$ cat config.mk
export PLATFORM = sky130hd
export DESIGN_NAME = timer8_capture_compare
export DESIGN_NICKNAME = d
export VERILOG_FILES = /design/src/include/timer8_pkg.sv /design/src/verilog/timer8_capture_compare.sv
export SDC_FILE = /design/constraint.sdc
export NUM_CORES = 1
export LEC_CHECK = 0
export BUFFER_PORTS_ARGS = -buffer_cell sky130_fd_sc_hd__buf_2
export CAP_MARGIN = 20
export CORE_MARGIN = 5
export CORE_UTILIZATION = 61
export DETAILED_ROUTE_END_ITERATION = 10
export PLACE_DENSITY = 0.83
export RECOVER_POWER = 50
export SLEW_MARGIN = 40
export SYNTH_ARGS = -nofsm -noshare
export SYNTH_HDL_FRONTEND = slang
export SYNTH_SLANG_ARGS = --single-unit
$ cat constraint.sdc
create_clock -name pclk -period 7.5 [get_ports pclk]
set_input_delay 1.875 -clock pclk [delete_from_list [all_inputs] [get_ports pclk]]
set_output_delay 1.875 -clock pclk [all_outputs]
set_load 0.02 [all_outputs]
$ cat src/include/timer8_pkg.sv
// Contract
// - capture enable set: either capture flag requests the timer interrupt
// - compare enable set: either compare flag requests the timer interrupt
// - overflow enable set: overflow flag requests the timer interrupt
// - force compare two copies level two to pin two when enabled; no effect in pwm or one-pulse
// - force compare one copies level one to pin one when enabled; no effect in pwm or one-pulse
// - match two drives level two on pin two; pin one in pwm; neither pin in one-pulse
// - match one drives level one on pin one when enabled
// - per-capture edge select: 0 falling edge, 1 rising edge
// - pin one enable only routes output; compare one keeps working
// - pin two enable only routes output; compare two keeps working
// - one-pulse: capture one edge starts one pulse, length by compare one
// - pwm: repeating wave, pulse by compare one, period by compare two
// - clock select 00 /4, 01 /2, 10 /8, 11 oscillator /8000
// - capture one flag sets on capture or pwm period end; read-sequence clear
// - compare one flag sets on match one, not in one-pulse; read-sequence clear
// - overflow flag sets on FFh to 00h; clears via status then counter
// - alternate counter reads same value, never clears overflow flag
// - capture two flag sets on capture two; read-sequence clear
// - compare two flag sets on match two; read-sequence clear
// - disable freezes prescaler and counter, blocks pins, registers stay open
// - capture copies counter into read-only capture register, no reset value
// - counter resets to FCh; writes to either counter register reload it
// - pwm: match two reloads counter with FCh
// - pwm: new compare values take effect at period end
// - both modes set: pwm only
// - pwm: compare flags never set
package timer8_pkg;
    // word byte addresses on apb, registers in the low 8 bits
    localparam logic [7:0] ADDR_CTRL_B   = 8'h00;
    localparam logic [7:0] ADDR_CTRL_A   = 8'h04;
    localparam logic [7:0] ADDR_STATUS   = 8'h08;
    localparam logic [7:0] ADDR_CAP_ONE  = 8'h0C;
    localparam logic [7:0] ADDR_CMP_ONE  = 8'h10;
    localparam logic [7:0] ADDR_CNT      = 8'h14;
    localparam logic [7:0] ADDR_CNT_ALT  = 8'h18;
    localparam logic [7:0] ADDR_CAP_TWO  = 8'h1C;
    localparam logic [7:0] ADDR_CMP_TWO  = 8'h20;
    // control a fields
    localparam int CA_CAP_IE  = 7;
    localparam int CA_CMP_IE  = 6;
    localparam int CA_OVF_IE  = 5;
    localparam int CA_FORCE2  = 4;
    localparam int CA_FORCE1  = 3;
    localparam int CA_LVL2    = 2;
    localparam int CA_EDGE1   = 1;
    localparam int CA_LVL1    = 0;
    // control b fields
    localparam int CB_PIN1_EN = 7;
    localparam int CB_PIN2_EN = 6;
    localparam int CB_OPM     = 5;
    localparam int CB_PWM     = 4;
    localparam int CB_CLK_HI  = 3;
    localparam int CB_CLK_LO  = 2;
    localparam int CB_EDGE2   = 1;
    // status fields
    localparam int ST_CAP1    = 7;
    localparam int ST_CMP1    = 6;
    localparam int ST_OVF     = 5;
    localparam int ST_CAP2    = 4;
    localparam int ST_CMP2    = 3;
    localparam int ST_DISABLE = 2;
    // reset values and masks
    localparam logic [7:0] CTRL_RESET  = 8'h00;
    localparam logic [7:0] CMP_RESET   = 8'h00;
    localparam logic [7:0] CNT_RESET   = 8'hFC;
    localparam logic [7:0] CTRL_B_MASK = 8'hFE;
    // prescaler divisors
    localparam int DIV_SEL0 = 4;
    localparam int DIV_SEL1 = 2;
    localparam int DIV_SEL2 = 8;
    localparam int DIV_OSC  = 8000;
endpackage

$ cat src/verilog/timer8_capture_compare.sv
`timescale 1ns/100ps
module timer8_capture_compare #(
    parameter int OSC_DIV = timer8_pkg::DIV_OSC
) (
    input  wire logic        pclk,
    input  wire logic        presetn,
    input  wire logic        psel,
    input  wire logic        penable,
    input  wire logic        pwrite,
    input  wire logic [7:0]  paddr,
    input  wire logic [31:0] pwdata,
    output logic      [31:0] prdata,
    output logic             pready,
    output logic             pslverr,
    input  wire logic        osc_tick,
    input  wire logic        capture_one_pin,
    input  wire logic        capture_two_pin,
    output logic             compare_one_pin,
    output logic             compare_one_pin_oe_n,
    output logic             compare_two_pin,
    output logic             compare_two_pin_oe_n,
    output logic             timer_irq
);
    import timer8_pkg::*;

    typedef enum logic [1:0] {
        PULSE_IDLE  = 2'b01,
        PULSE_ARMED = 2'b10
    } pulse_state_t;

    logic [7:0] ctrl_a_q, ctrl_b_q, cmp_one_q, cmp_two_q;
    logic [7:0] cmp_one_act_q, cmp_two_act_q;
    logic [7:0] cnt_q, cap_one_q, cap_two_q;
    logic       cap1_f_q, cmp1_f_q, ovf_f_q, cap2_f_q, cmp2_f_q, disable_q;
    logic       status_seen_q;
    logic [2:0] cap1_sync_q, cap2_sync_q, osc_sync_q;
    logic [12:0] osc_cnt_q;
    logic [2:0] pre_cnt_q;
    logic       out_one_q, out_two_q;
    pulse_state_t pulse_q;

    logic access, wr, rd, tick, pwm_mode, opm_mode;
    logic edge1, edge2, match1, match2, cnt_write, period_end;
    logic [7:0] status_word;

    // apb: zero wait states, unmapped reads give zero and no error
    assign access  = psel && penable;
    assign wr      = access && pwrite;
    assign rd      = access && !pwrite;
    assign pready  = 1'b1;
    assign pslverr = 1'b0;

    assign pwm_mode = ctrl_b_q[CB_PWM];
    assign opm_mode = ctrl_b_q[CB_OPM] && !pwm_mode;

    // active edge on a synchronised capture pin, 0 falling, 1 rising
    function automatic logic edge_hit(input logic [2:0] s, input logic sel);
        edge_hit = sel ? (s[1] && !s[2]) : (!s[1] && s[2]);
    endfunction

    // bit 0 only ever feeds bit 1; edges are judged on bits 1 and 2
    always_ff @(posedge pclk or negedge presetn) begin
        if (!presetn) begin
            cap1_sync_q <= 3'b000;
            cap2_sync_q <= 3'b000;
            osc_sync_q  <= 3'b000;
        end else begin
            cap1_sync_q <= {cap1_sync_q[1:0], capture_one_pin};
            cap2_sync_q <= {cap2_sync_q[1:0], capture_two_pin};
            osc_sync_q  <= {osc_sync_q[1:0], osc_tick};
        end
    end

    assign edge1 = edge_hit(cap1_sync_q, ctrl_a_q[CA_EDGE1]);
    assign edge2 = edge_hit(cap2_sync_q, ctrl_b_q[CB_EDGE2]);

    // prescaler: pclk divided by 4, 2, 8, or oscillator edges divided
    always_ff @(posedge pclk or negedge presetn) begin
        if (!presetn) begin
            pre_cnt_q <= 3'd0;
            osc_cnt_q <= 13'd0;
        end else if (!disable_q) begin
            pre_cnt_q <= pre_cnt_q + 3'd1;
            if (osc_sync_q[1] && !osc_sync_q[2]) begin
                if (osc_cnt_q == 13'(OSC_DIV - 1))
                    osc_cnt_q <= 13'd0;
                else
                    osc_cnt_q <= osc_cnt_q + 13'd1;
            end
        end
    end

    // tick selection by clock select field
    always_comb begin
        case (ctrl_b_q[CB_CLK_HI:CB_CLK_LO])
            2'b00:   tick = pre_cnt_q[1:0] == 2'(DIV_SEL0 - 1);
            2'b01:   tick = pre_cnt_q[0] == 1'(DIV_SEL1 - 1);
            2'b10:   tick = pre_cnt_q == 3'(DIV_SEL2 - 1);
            default: tick = osc_sync_q[1] && !osc_sync_q[2]
                            && osc_cnt_q == 13'(OSC_DIV - 1);
        endcase
        if (disable_q)
            tick = 1'b0;
    end

    assign match1 = tick && cnt_q == cmp_one_act_q;
    assign match2 = tick && cnt_q == cmp_two_act_q;
    assign period_end = pwm_mode && match2;
    assign cnt_write  = wr && (paddr == ADDR_CNT || paddr == ADDR_CNT_ALT);

    // counter: reload on write, pwm period end, or pulse trigger
    always_ff @(posedge pclk or negedge presetn) begin
        if (!presetn)
            cnt_q <= CNT_RESET;
        else if (cnt_write)
            cnt_q <= CNT_RESET;
        else if (period_end)
            cnt_q <= CNT_RESET;
        else if (opm_mode && edge1 && !disable_q)
            cnt_q <= CNT_RESET;
        else if (tick)
            cnt_q <= cnt_q + 8'd1;
    end

    // control and compare registers, software side
    always_ff @(posedge pclk or negedge presetn) begin
        if (!presetn) begin
            ctrl_a_q  <= CTRL_RESET;
            ctrl_b_q  <= CTRL_RESET;
            cmp_one_q <= CMP_RESET;
            cmp_two_q <= CMP_RESET;
            disable_q <= 1'b0;
        end else if (wr) begin
            case (paddr)
                ADDR_CTRL_A:  ctrl_a_q  <= pwdata[7:0];
                ADDR_CTRL_B:  ctrl_b_q  <= pwdata[7:0] & CTRL_B_MASK;
                ADDR_CMP_ONE: cmp_one_q <= pwdata[7:0];
                ADDR_CMP_TWO: cmp_two_q <= pwdata[7:0];
                ADDR_STATUS:  disable_q <= pwdata[ST_DISABLE];
                default:      ;
            endcase
        end
    end

    // compare values in use: pwm loads them at period end only
    always_ff @(posedge pclk or negedge presetn) begin
        if (!presetn) begin
            cmp_one_act_q <= CMP_RESET;
            cmp_two_act_q <= CMP_RESET;
        end else if (!pwm_mode || period_end) begin
            cmp_one_act_q <= cmp_one_q;
            cmp_two_act_q <= cmp_two_q;
        end
    end

    // capture registers: no reset, they hold whatever was caught last
    always_ff @(posedge pclk) begin
        if (edge1 && !pwm_mode && !opm_mode)
            cap_one_q <= cnt_q;
        if (edge2)
            cap_two_q <= cnt_q;
    end

    // a status read arms the clear; any other access disarms it
    always_ff @(posedge pclk or negedge presetn) begin
        if (!presetn)
            status_seen_q <= 1'b0;
        else if (access)
            status_seen_q <= rd && paddr == ADDR_STATUS;
    end

    // sticky flags: a set in the clearing cycle wins
    always_ff @(posedge pclk or negedge presetn) begin
        if (!presetn) begin
            cap1_f_q <= 1'b0;
            cmp1_f_q <= 1'b0;
            ovf_f_q  <= 1'b0;
            cap2_f_q <= 1'b0;
            cmp2_f_q <= 1'b0;
        end else begin
            if ((edge1 && !pwm_mode && !opm_mode) || period_end)
                cap1_f_q <= 1'b1;
            else if (access && status_seen_q && paddr == ADDR_CAP_ONE)
                cap1_f_q <= 1'b0;
            if (match1 && !pwm_mode && !opm_mode)
                cmp1_f_q <= 1'b1;
            else if (access && status_seen_q && paddr == ADDR_CMP_ONE)
                cmp1_f_q <= 1'b0;
            if (tick && cnt_q == 8'hFF && !period_end)
                ovf_f_q <= 1'b1;
            else if (access && status_seen_q && paddr == ADDR_CNT)
                ovf_f_q <= 1'b0;
            if (edge2)
                cap2_f_q <= 1'b1;
            else if (access && status_seen_q && paddr == ADDR_CAP_TWO)
                cap2_f_q <= 1'b0;
            if (match2 && !pwm_mode)
                cmp2_f_q <= 1'b1;
            else if (access && status_seen_q && paddr == ADDR_CMP_TWO)
                cmp2_f_q <= 1'b0;
        end
    end

    // one-pulse sequencer: trigger edge, then end at compare one match
    always_ff @(posedge pclk or negedge presetn) begin
        if (!presetn)
            pulse_q <= PULSE_IDLE;
        else begin
            case (pulse_q)
                PULSE_IDLE:
                    if (opm_mode && edge1 && !disable_q)
                        pulse_q <= PULSE_ARMED;
                PULSE_ARMED:
                    if (!opm_mode || match1)
                        pulse_q <= PULSE_IDLE;
                default: pulse_q <= PULSE_IDLE;
            endcase
        end
    end

    // output levels; level two goes to pin one in pulse and pwm modes
    always_ff @(posedge pclk or negedge presetn) begin
        if (!presetn) begin
            out_one_q <= 1'b0;
            out_two_q <= 1'b0;
        end else begin
            if (pwm_mode) begin
                if (period_end)
                    out_one_q <= ctrl_a_q[CA_LVL2];
                else if (match1)
                    out_one_q <= ctrl_a_q[CA_LVL1];
            end else if (opm_mode) begin
                if (pulse_q == PULSE_IDLE && edge1 && !disable_q)
                    out_one_q <= ctrl_a_q[CA_LVL2];
                else if (pulse_q == PULSE_ARMED && match1)
                    out_one_q <= ctrl_a_q[CA_LVL1];
            end else if (match1 || ctrl_a_q[CA_FORCE1]) begin
                out_one_q <= ctrl_a_q[CA_LVL1];
            end
            if (!pwm_mode && !opm_mode && (match2 || ctrl_a_q[CA_FORCE2]))
                out_two_q <= ctrl_a_q[CA_LVL2];
        end
    end

    // pins: enable only routes the level; disable releases both pins
    assign compare_one_pin = out_one_q;
    assign compare_two_pin = out_two_q;
    assign compare_one_pin_oe_n = !(ctrl_b_q[CB_PIN1_EN] && !disable_q);
    assign compare_two_pin_oe_n = !(ctrl_b_q[CB_PIN2_EN] && !disable_q);

    // one interrupt line from the three enables
    always_ff @(posedge pclk or negedge presetn) begin
        if (!presetn)
            timer_irq <= 1'b0;
        else
            timer_irq <= (ctrl_a_q[CA_CAP_IE] && (cap1_f_q || cap2_f_q))
                      || (ctrl_a_q[CA_CMP_IE] && (cmp1_f_q || cmp2_f_q))
                      || (ctrl_a_q[CA_OVF_IE] && ovf_f_q);
    end

    assign status_word = {cap1_f_q, cmp1_f_q, ovf_f_q, cap2_f_q, cmp2_f_q,
                          disable_q, 2'b00};

    // read data registered in the setup cycle, ready in access phase
    always_ff @(posedge pclk or negedge presetn) begin
        if (!presetn)
            prdata <= 32'h0000_0000;
        else if (psel && !penable) begin
            case (paddr)
                ADDR_CTRL_A:  prdata <= {24'h0, ctrl_a_q};
                ADDR_CTRL_B:  prdata <= {24'h0, ctrl_b_q};
                ADDR_STATUS:  prdata <= {24'h0, status_word};
                ADDR_CAP_ONE: prdata <= {24'h0, cap_one_q};
                ADDR_CMP_ONE: prdata <= {24'h0, cmp_one_q};
                ADDR_CNT:     prdata <= {24'h0, cnt_q};
                ADDR_CNT_ALT: prdata <= {24'h0, cnt_q};
                ADDR_CAP_TWO: prdata <= {24'h0, cap_two_q};
                ADDR_CMP_TWO: prdata <= {24'h0, cmp_two_q};
                default:      prdata <= 32'h0000_0000;
            endcase
        end
    end
endmodule

==> impl_results.md, run 1 <==
- Max Clock Freq: 260 MHz
- First-pass GRT wire length: 21.6 mm
- Total grt overflow: 0
- Antenna viol nets, final: 0
- Worst Path Max Fanout: 29
- Min Tclk post-route: 3.84 ns
- Aggregate routed wire length: around 14 mm
- Max-slew violation count: 45
- Async SR Flop Fraction: 0.862
- Footprint of the multi-input gates: around 2400 µm²
- PwrDens: a little under 300 nW/µm²
- CTS buffer count: 17
- Number of setup buffers added after CTS: 0
- Row count: 35
- Worst EP arrival: between 4 and 5 ns
- Sw Pwr: between 0.5 and 0.6 mW
- Clock tree sinks: 116
- Initial DRT Pass Iterations: 11
- Synthesized area per cell: between 10 and 15 µm²
- Clk Latency, worst-skew pair: roughly 0.52 ns
- DR WL met2: 6.24 mm
- Lkg Pwr: ~2.9 nW
- Nets@finish: between 500 and 600
- Vias in the first global route: roughly 4,100
- YS warnings: 0
- Biggest area consumer among synthesized cells: dfrtp_1
- Max-cap viol count: 1
- CORE AREA: 9150 µm²
- Most common cell after layout, fill and taps aside: dfrtp_1
- Synth top area share: 0.412
- IR drop worst, VDD: roughly 200 µV
- CTS root buf: clkbuf_8
- Average vias per placed instance: roughly 6.2
- Violated checks: DRC, capacitance limit, slew limit
- Wire length on met1: 5.63 mm
- Die Width: around 110 µm
- Die height: 106 µm
- Initial Util: 0.618
- Non-filler instance count after layout: ~660
- Placed cells: 624
- Gp weighted congestion: between 0.9 and 1
- Cells after Synth: 497
- Hold Crit Class: register to register
- EDFF count, synth: 16
- Ys flop type: dfrtp_1
- Remaining DRCs: 1
- Comb power frac: 0.130
- Gr usage total: 0.252
- Top cells by area, synth: dfrtp_1 41%, mux2_2 9.6%, edfxtp_1 8.5%
- Synth-to-Final Area Change: 13.7%
- # port buffers: 36
- P_int: about 1.4 mW
- Register area: 2990 µm²
- First DRT Iteration DRCs: 442
- Slew margin rel.: -0.548
- CTS HTree Levels: 4
- Top Ports: 87
- Worst slew pin tran: approximately 2.3 ns
- Max reg flops: 13
- Fillers: 627
- Clk_skew: ~0.012 ns
- Critical path endpoint category: register
- Fin. Hold Viols: 0
- Share of layout cells above drive strength 1: 0.220
- Sequential share of power: 0.427
- CP startpoint kind: input port
- Ant. Diodes: 0
- Crit share post-route: 0.512
- Largest net degree at the start of global routing: 58
- Critical path class: input port to register
- DR WL met3: 1.01 mm
- Top sig layer: met4
- Status: complete, but fails checks
- Die area: between 10,000 and 15,000 µm²
- # hold bufs at CTS: 0
- RSZ-0062 raised after global routing: no
- Routed length per instance: between 20 and 25 µm
- Sequential-to-total area share from yosys stat: 0.529
- # resized after CTS: 0
- #FFs+latches synth: 116
- Setup TNS: 0 ns
- Worst Path Required: between 7 and 8 ns
- Initial antenna violation count: 0
- Switching part of the total: 0.278
- Final setup viols: 0
- Reg with most FFs: osc_cnt_q
- CTS tree: yes
- DP HPWL: around 9.1 mm
- Library cells used by synthesis: 55
- Vias: ~4,000
- Synth Cell Area: roughly 5700 µm²
- Clock Tree Buf Depth: 2
- Commonest cells after routing, fill and taps aside: 93 x dfrtp_1, 48 x mux2_2, 38 x nand2_1, 34 x buf_2
- Clock slew at reported path FFs: roughly 0.06 ns
- Clock Power Share: 0.443
==> metal layers <==
layer	GRT usage	up-vias
met5	0	-
met4	0.128	0
met1	0.331	2001
li1	-	1813
met3	0.0559	53
met2	0.393	213
==> worst paths after layout <==
path | cells after the start | endpoint | slack [ns] | startpoint
max in group asynchronous | 2 | ctrl_a_q[1] | 3.71 | presetn
min in group asynchronous | 1 | prdata[3] | 2.05 | presetn
max | 6 | cmp_two_q[3] | 3.66 | paddr[3]
max reg2reg | 6 | cmp_one_act_q[7] | 4.14 | disable_q
min | 0 | cap2_sync_q[1] | 0.35 | cap2_sync_q[0]
min reg2reg | 0 | cap2_sync_q[1] | 0.35 | cap2_sync_q[0]
==> power by group through the flow <==
stage          combinational, mW  sequential, mW  clock, mW
3_3_place_gp               0.230           0.826          0
6_report                   0.250           0.817      0.848
3_5_place_dp               0.244           0.832          0
2_1_floorplan              0.236           0.763          0
5_1_grt                    0.282           0.829      0.881
4_1_cts                    0.252           0.821      0.851
==> synthesized netlist by cell type, types with 5 or more instances <==
| cell | count |
|---|---|
| mux2_1 | 8 |
| a21oi_1 | 13 |
| clkbuf_1 | 20 |
| and3b_1 | 5 |
| a22oi_1 | 5 |
| nand3_1 | 13 |
| buf_4 | 27 |
| a21o_1 | 6 |
| dfstp_2 | 7 |
| nand2b_1 | 6 |
| and3_1 | 10 |
| mux2i_1 | 8 |
| nor2_1 | 26 |
| edfxtp_1 | 16 |
| xor2_1 | 9 |
| nor3_1 | 7 |
| xnor2_1 | 24 |
| nand2_1 | 38 |
| dfrtp_1 | 93 |
| inv_1 | 5 |
| o21ai_0 | 23 |
| mux2_2 | 48 |
| nand4_1 | 15 |
==> critical path, stage by stage <==
cell     delay [ns]
buf_2          0.26
or4_1          0.60
nor3_1         0.33
and3b_1        0.39
nand2_1        0.38
mux2_2         0.40
==> kinds of logic (layout without fill, tap and decap cells) <==
| kind of cell | count (synthesis) | count (layout) | synth area share |
|---|---|---|---|
| and+or+nand+nor | 143 | 143 | 0.133 |
| DFF | 116 | 116 | 0.529 |
| AOI/OAI and AO/OA | 79 | 79 | 0.0956 |
| muxes | 64 | 64 | 0.126 |
| buffers and inverters | 56 | 80 | 0.0556 |
| xor gates and xnor gates | 33 | 33 | 0.0511 |
| adders and majority gates | 4 | 4 | 0.00885 |
| other | 2 | 26 | 0.00133 |
==> cell type report <==
| class | instances | area share |
|---|---|---|
| clock buffer | 22 | 0.0755 |
| clock inverter | 10 | 0.0218 |
| inverter | 5 | 0.00292 |
| multi-input combinational | 349 | 0.379 |
| sequential | 116 | 0.465 |
| tap | 111 | 0.0216 |
| timing repair buffer | 43 | 0.0335 |
==> per-stage QoR <==
stage	hold WS (ns)	util	power, mW	cell area [µm²]	setup WS [ns]
2_1_floorplan	0.331	-	0.999	5740	3.70
3_3_place_gp	0.334	0.636	1.06	5820	3.30
3_5_place_dp	0.335	0.636	1.08	5820	3.30
4_1_cts	0.347	0.705	1.92	6450	3.79
5_1_grt	0.352	0.703	1.99	6430	3.18
6_report	0.347	0.703	1.91	6430	3.66
Note: power is estimated with default switching activity, not from simulation.
==> inputs of run 2 (changes only) <==
--- a/config.mk
+++ b/config.mk
@@ -8,9 +8,9 @@
 export BUFFER_PORTS_ARGS = -buffer_cell sky130_fd_sc_hd__buf_2
 export CAP_MARGIN = 20
 export CORE_MARGIN = 5
-export CORE_UTILIZATION = 61
+export CORE_UTILIZATION = 57
 export DETAILED_ROUTE_END_ITERATION = 10
-export PLACE_DENSITY = 0.83
+export PLACE_DENSITY = 0.78
 export RECOVER_POWER = 50
 export SLEW_MARGIN = 40
 export SYNTH_ARGS = -nofsm -noshare
==> constraint.sdc (replaced) <==
create_clock -name pclk -period 3.6 [get_ports pclk]
set_input_delay 0.9 -clock pclk [delete_from_list [all_inputs] [get_ports pclk]]
set_output_delay 0.9 -clock pclk [all_outputs]
set_load 0.02 [all_outputs]
==> run 2 against run 1 <==
The run now ends clean. Hold slack worse by 0.0024 ns. Cell count up 4.0%. Critical path depth up 1. Power up 100%. Design area up 0.51%. Sequential share of layout area down 0.23 points. Setup slack worse by 3.0 ns. Highest routed layer unchanged.
==> impl_results.md, run 2 (same netlist as run 1, synthesis figures left out) <==
- Status: finished clean
- Largest net degree at the start of global routing: 55 (-5.2%)
- Initial Util: 0.581 (-0.0366)
- Gp weighted congestion: 0.935 (+1.0%)
- First DRT Iteration DRCs: 365 (-17%)
- Reg2Reg Depth: 7 (+1)
- Clock Power Share: 0.423 (-0.020)
- Number of setup buffers added after CTS: 0 (unchanged)
- # resized after CTS: 0 (unchanged)
- Initial antenna violation count: 0 (unchanged)
- Lkg Pwr: 2.90 nW (+0.38%)
- # hold bufs at CTS: 0 (unchanged)
- Clock slew at reported path FFs: 0.06 ns (about the same)
- Max reg flops: 13 (unchanged)
- Clock tree sinks: 116 (unchanged)
- Sw Pwr: 1.10 mW (+110%)
- Die area: 12,000 µm² (+6.3%)
- Crit share post-route: 0.819
- Ant. Diodes: 0 (unchanged)
- Reg with most FFs: osc_cnt_q
- Top Ports: 87 (unchanged)
- First-pass GRT wire length: 21.0 mm (-2.7%)
- Remaining DRCs: 0 (-1)
- Fin. Hold Viols: 0 (unchanged)
- Routed length per instance: 19.1 µm (-7.1%)
- Antenna viol nets, final: 0 (unchanged)
- Worst Path Max Fanout: 16 (-45%)
- Comb power frac: 0.134 (+0.004)
- CTS HTree Levels: 4 (unchanged)
- Min Tclk post-route: approximately 2.9 ns
- Synth-to-Final Area Change: 14.3%
- Clock Tree Buf Depth: 2 (unchanged)
- CTS root buf: clkbuf_8
- Aggregate routed wire length: 13.1 mm (-3.4%)
- Worst Hold Path Cells: 0 (unchanged)
- PwrDens: 596 nW/µm² (+100%)
- Most common cell after layout, fill and taps aside: dfrtp_1
- RSZ-0062 raised after global routing: no
- Worst slew pin tran: 1.42 ns (-0.898 ns)
- IR drop worst, VDD: 406 µV (+100%)
- Total grt overflow: 0 (unchanged)
- Commonest cells after routing, fill and taps aside: 93 x dfrtp_1, 48 x mux2_2, 38 x nand2_1, 35 x buf_2
- Average vias per placed instance: 5.93 (-4.7%)
- Max Clock Freq: about 340 MHz
- Max-slew violation count: 0 (-100%)
- Final setup viols: 0 (unchanged)
- CORE AREA: 9730 µm² (+6.3%)
- Worst Path Required: 3.99 ns (-3.91 ns)
- DP HPWL: 9.11 mm (-0.31%)
- CTS tree: yes
- Switching part of the total: 0.285 (+0.00740)
- Row count: 36 (+2.9%)
- Max-cap viol count: 0 (-1)
- Final core occ: 0.664 (-0.0383)
- Initial DRT Pass Iterations: 8 (-3)
- Sequential share of power: 0.443 (+0.016)
- # port buffers: 36 (unchanged)
- Critical path class: register to register
- CP startpoint kind: register
- Slew margin rel.: 0.0503 (+0.599)
- Die height: 110 µm (+3.1%)
- Vias: 4,044 (-0.88%)
- CTS buffer count: 17 (unchanged)
- Share of layout cells above drive strength 1: 0.235 (+0.0148)
- Clk_skew: 0.00686 ns (-0.00501 ns)
- Gr usage total: 0.235 (-0.0164)
- Vias in the first global route: 4,036 (-0.91%)
- Die Width: 110 µm (+3.1%)
- Critical path endpoint category: register
- Setup TNS: 0 ns (unchanged)
- Hold Crit Class: register to register
- Clk Latency, worst-skew pair: 0.51 ns (about the same)
- P_int: 2.75 mW (+99%)
- Nets@finish: 588 (+0.68%)
- Worst EP arrival: 3.33 ns (-0.91 ns)
run 2: routing by layer:
layer / GRT usage / share of wire
met1: 0.292 / 0.40
met2: 0.394 / 0.49
met3: 0.0640 / 0.082
met4: 0.0855 / 0.029
met5: 0 / 0
run 2: worst max-delay path, cell delays in order, from the launching register on:
cell      delay, ns
dfrtp_1        0.39
or3b_1         0.50
or4_4          0.55
a211oi_4       0.25
buf_4          0.26
nand2_1        0.12
nand2_2        0.36
mux2_2         0.39
run 2: worst paths after layout:
check                               start               end  slack (ns)
setup / recovery                disable_q  cmp_two_act_q[0]        0.65
hold / removal             cap1_sync_q[0]    cap1_sync_q[1]        0.35
setup reg to reg                disable_q  cmp_two_act_q[0]        0.65
hold reg to reg            cap1_sync_q[0]    cap1_sync_q[1]        0.35
max in group asynchronous         presetn         prdata[2]        0.90
min in group asynchronous         presetn         prdata[7]        0.69
run 2: metrics by stage:
step	area, µm²	setup WS [ns]	cells	power [mW]	hold slack [ns]
2_1_floorplan	5740	0.777	521	2.08	0.331
3_3_place_gp	5890	0.622	650	2.22	0.332
3_5_place_dp	5890	0.609	650	2.25	0.336
4_1_cts	6480	0.651	682	3.89	0.349
5_1_grt	6460	0.401	682	4.04	0.364
6_report	6460	0.652	682	3.85	0.345
run 2: final cells by class:
cell class | count | area [µm²]
Clock buffer | 20 | 478
Inverter | 5 | 18.8
Timing Repair Buffer | 47 | 248
Sequential cell | 116 | 2990
Tap cell | 133 | 166
Multi-Input combinational cell | 349 | 2440
Fill cell | 716 | 3270
Clock inverter | 12 | 116
run 2: power groups by stage:
stage	logic [mW]	registers (mW)	clock network, mW
6_report	0.516	1.71	1.63
5_1_grt	0.576	1.73	1.74
4_1_cts	0.521	1.71	1.65
3_5_place_dp	0.513	1.73	0
3_3_place_gp	0.491	1.73	0
2_1_floorplan	0.492	1.59	0
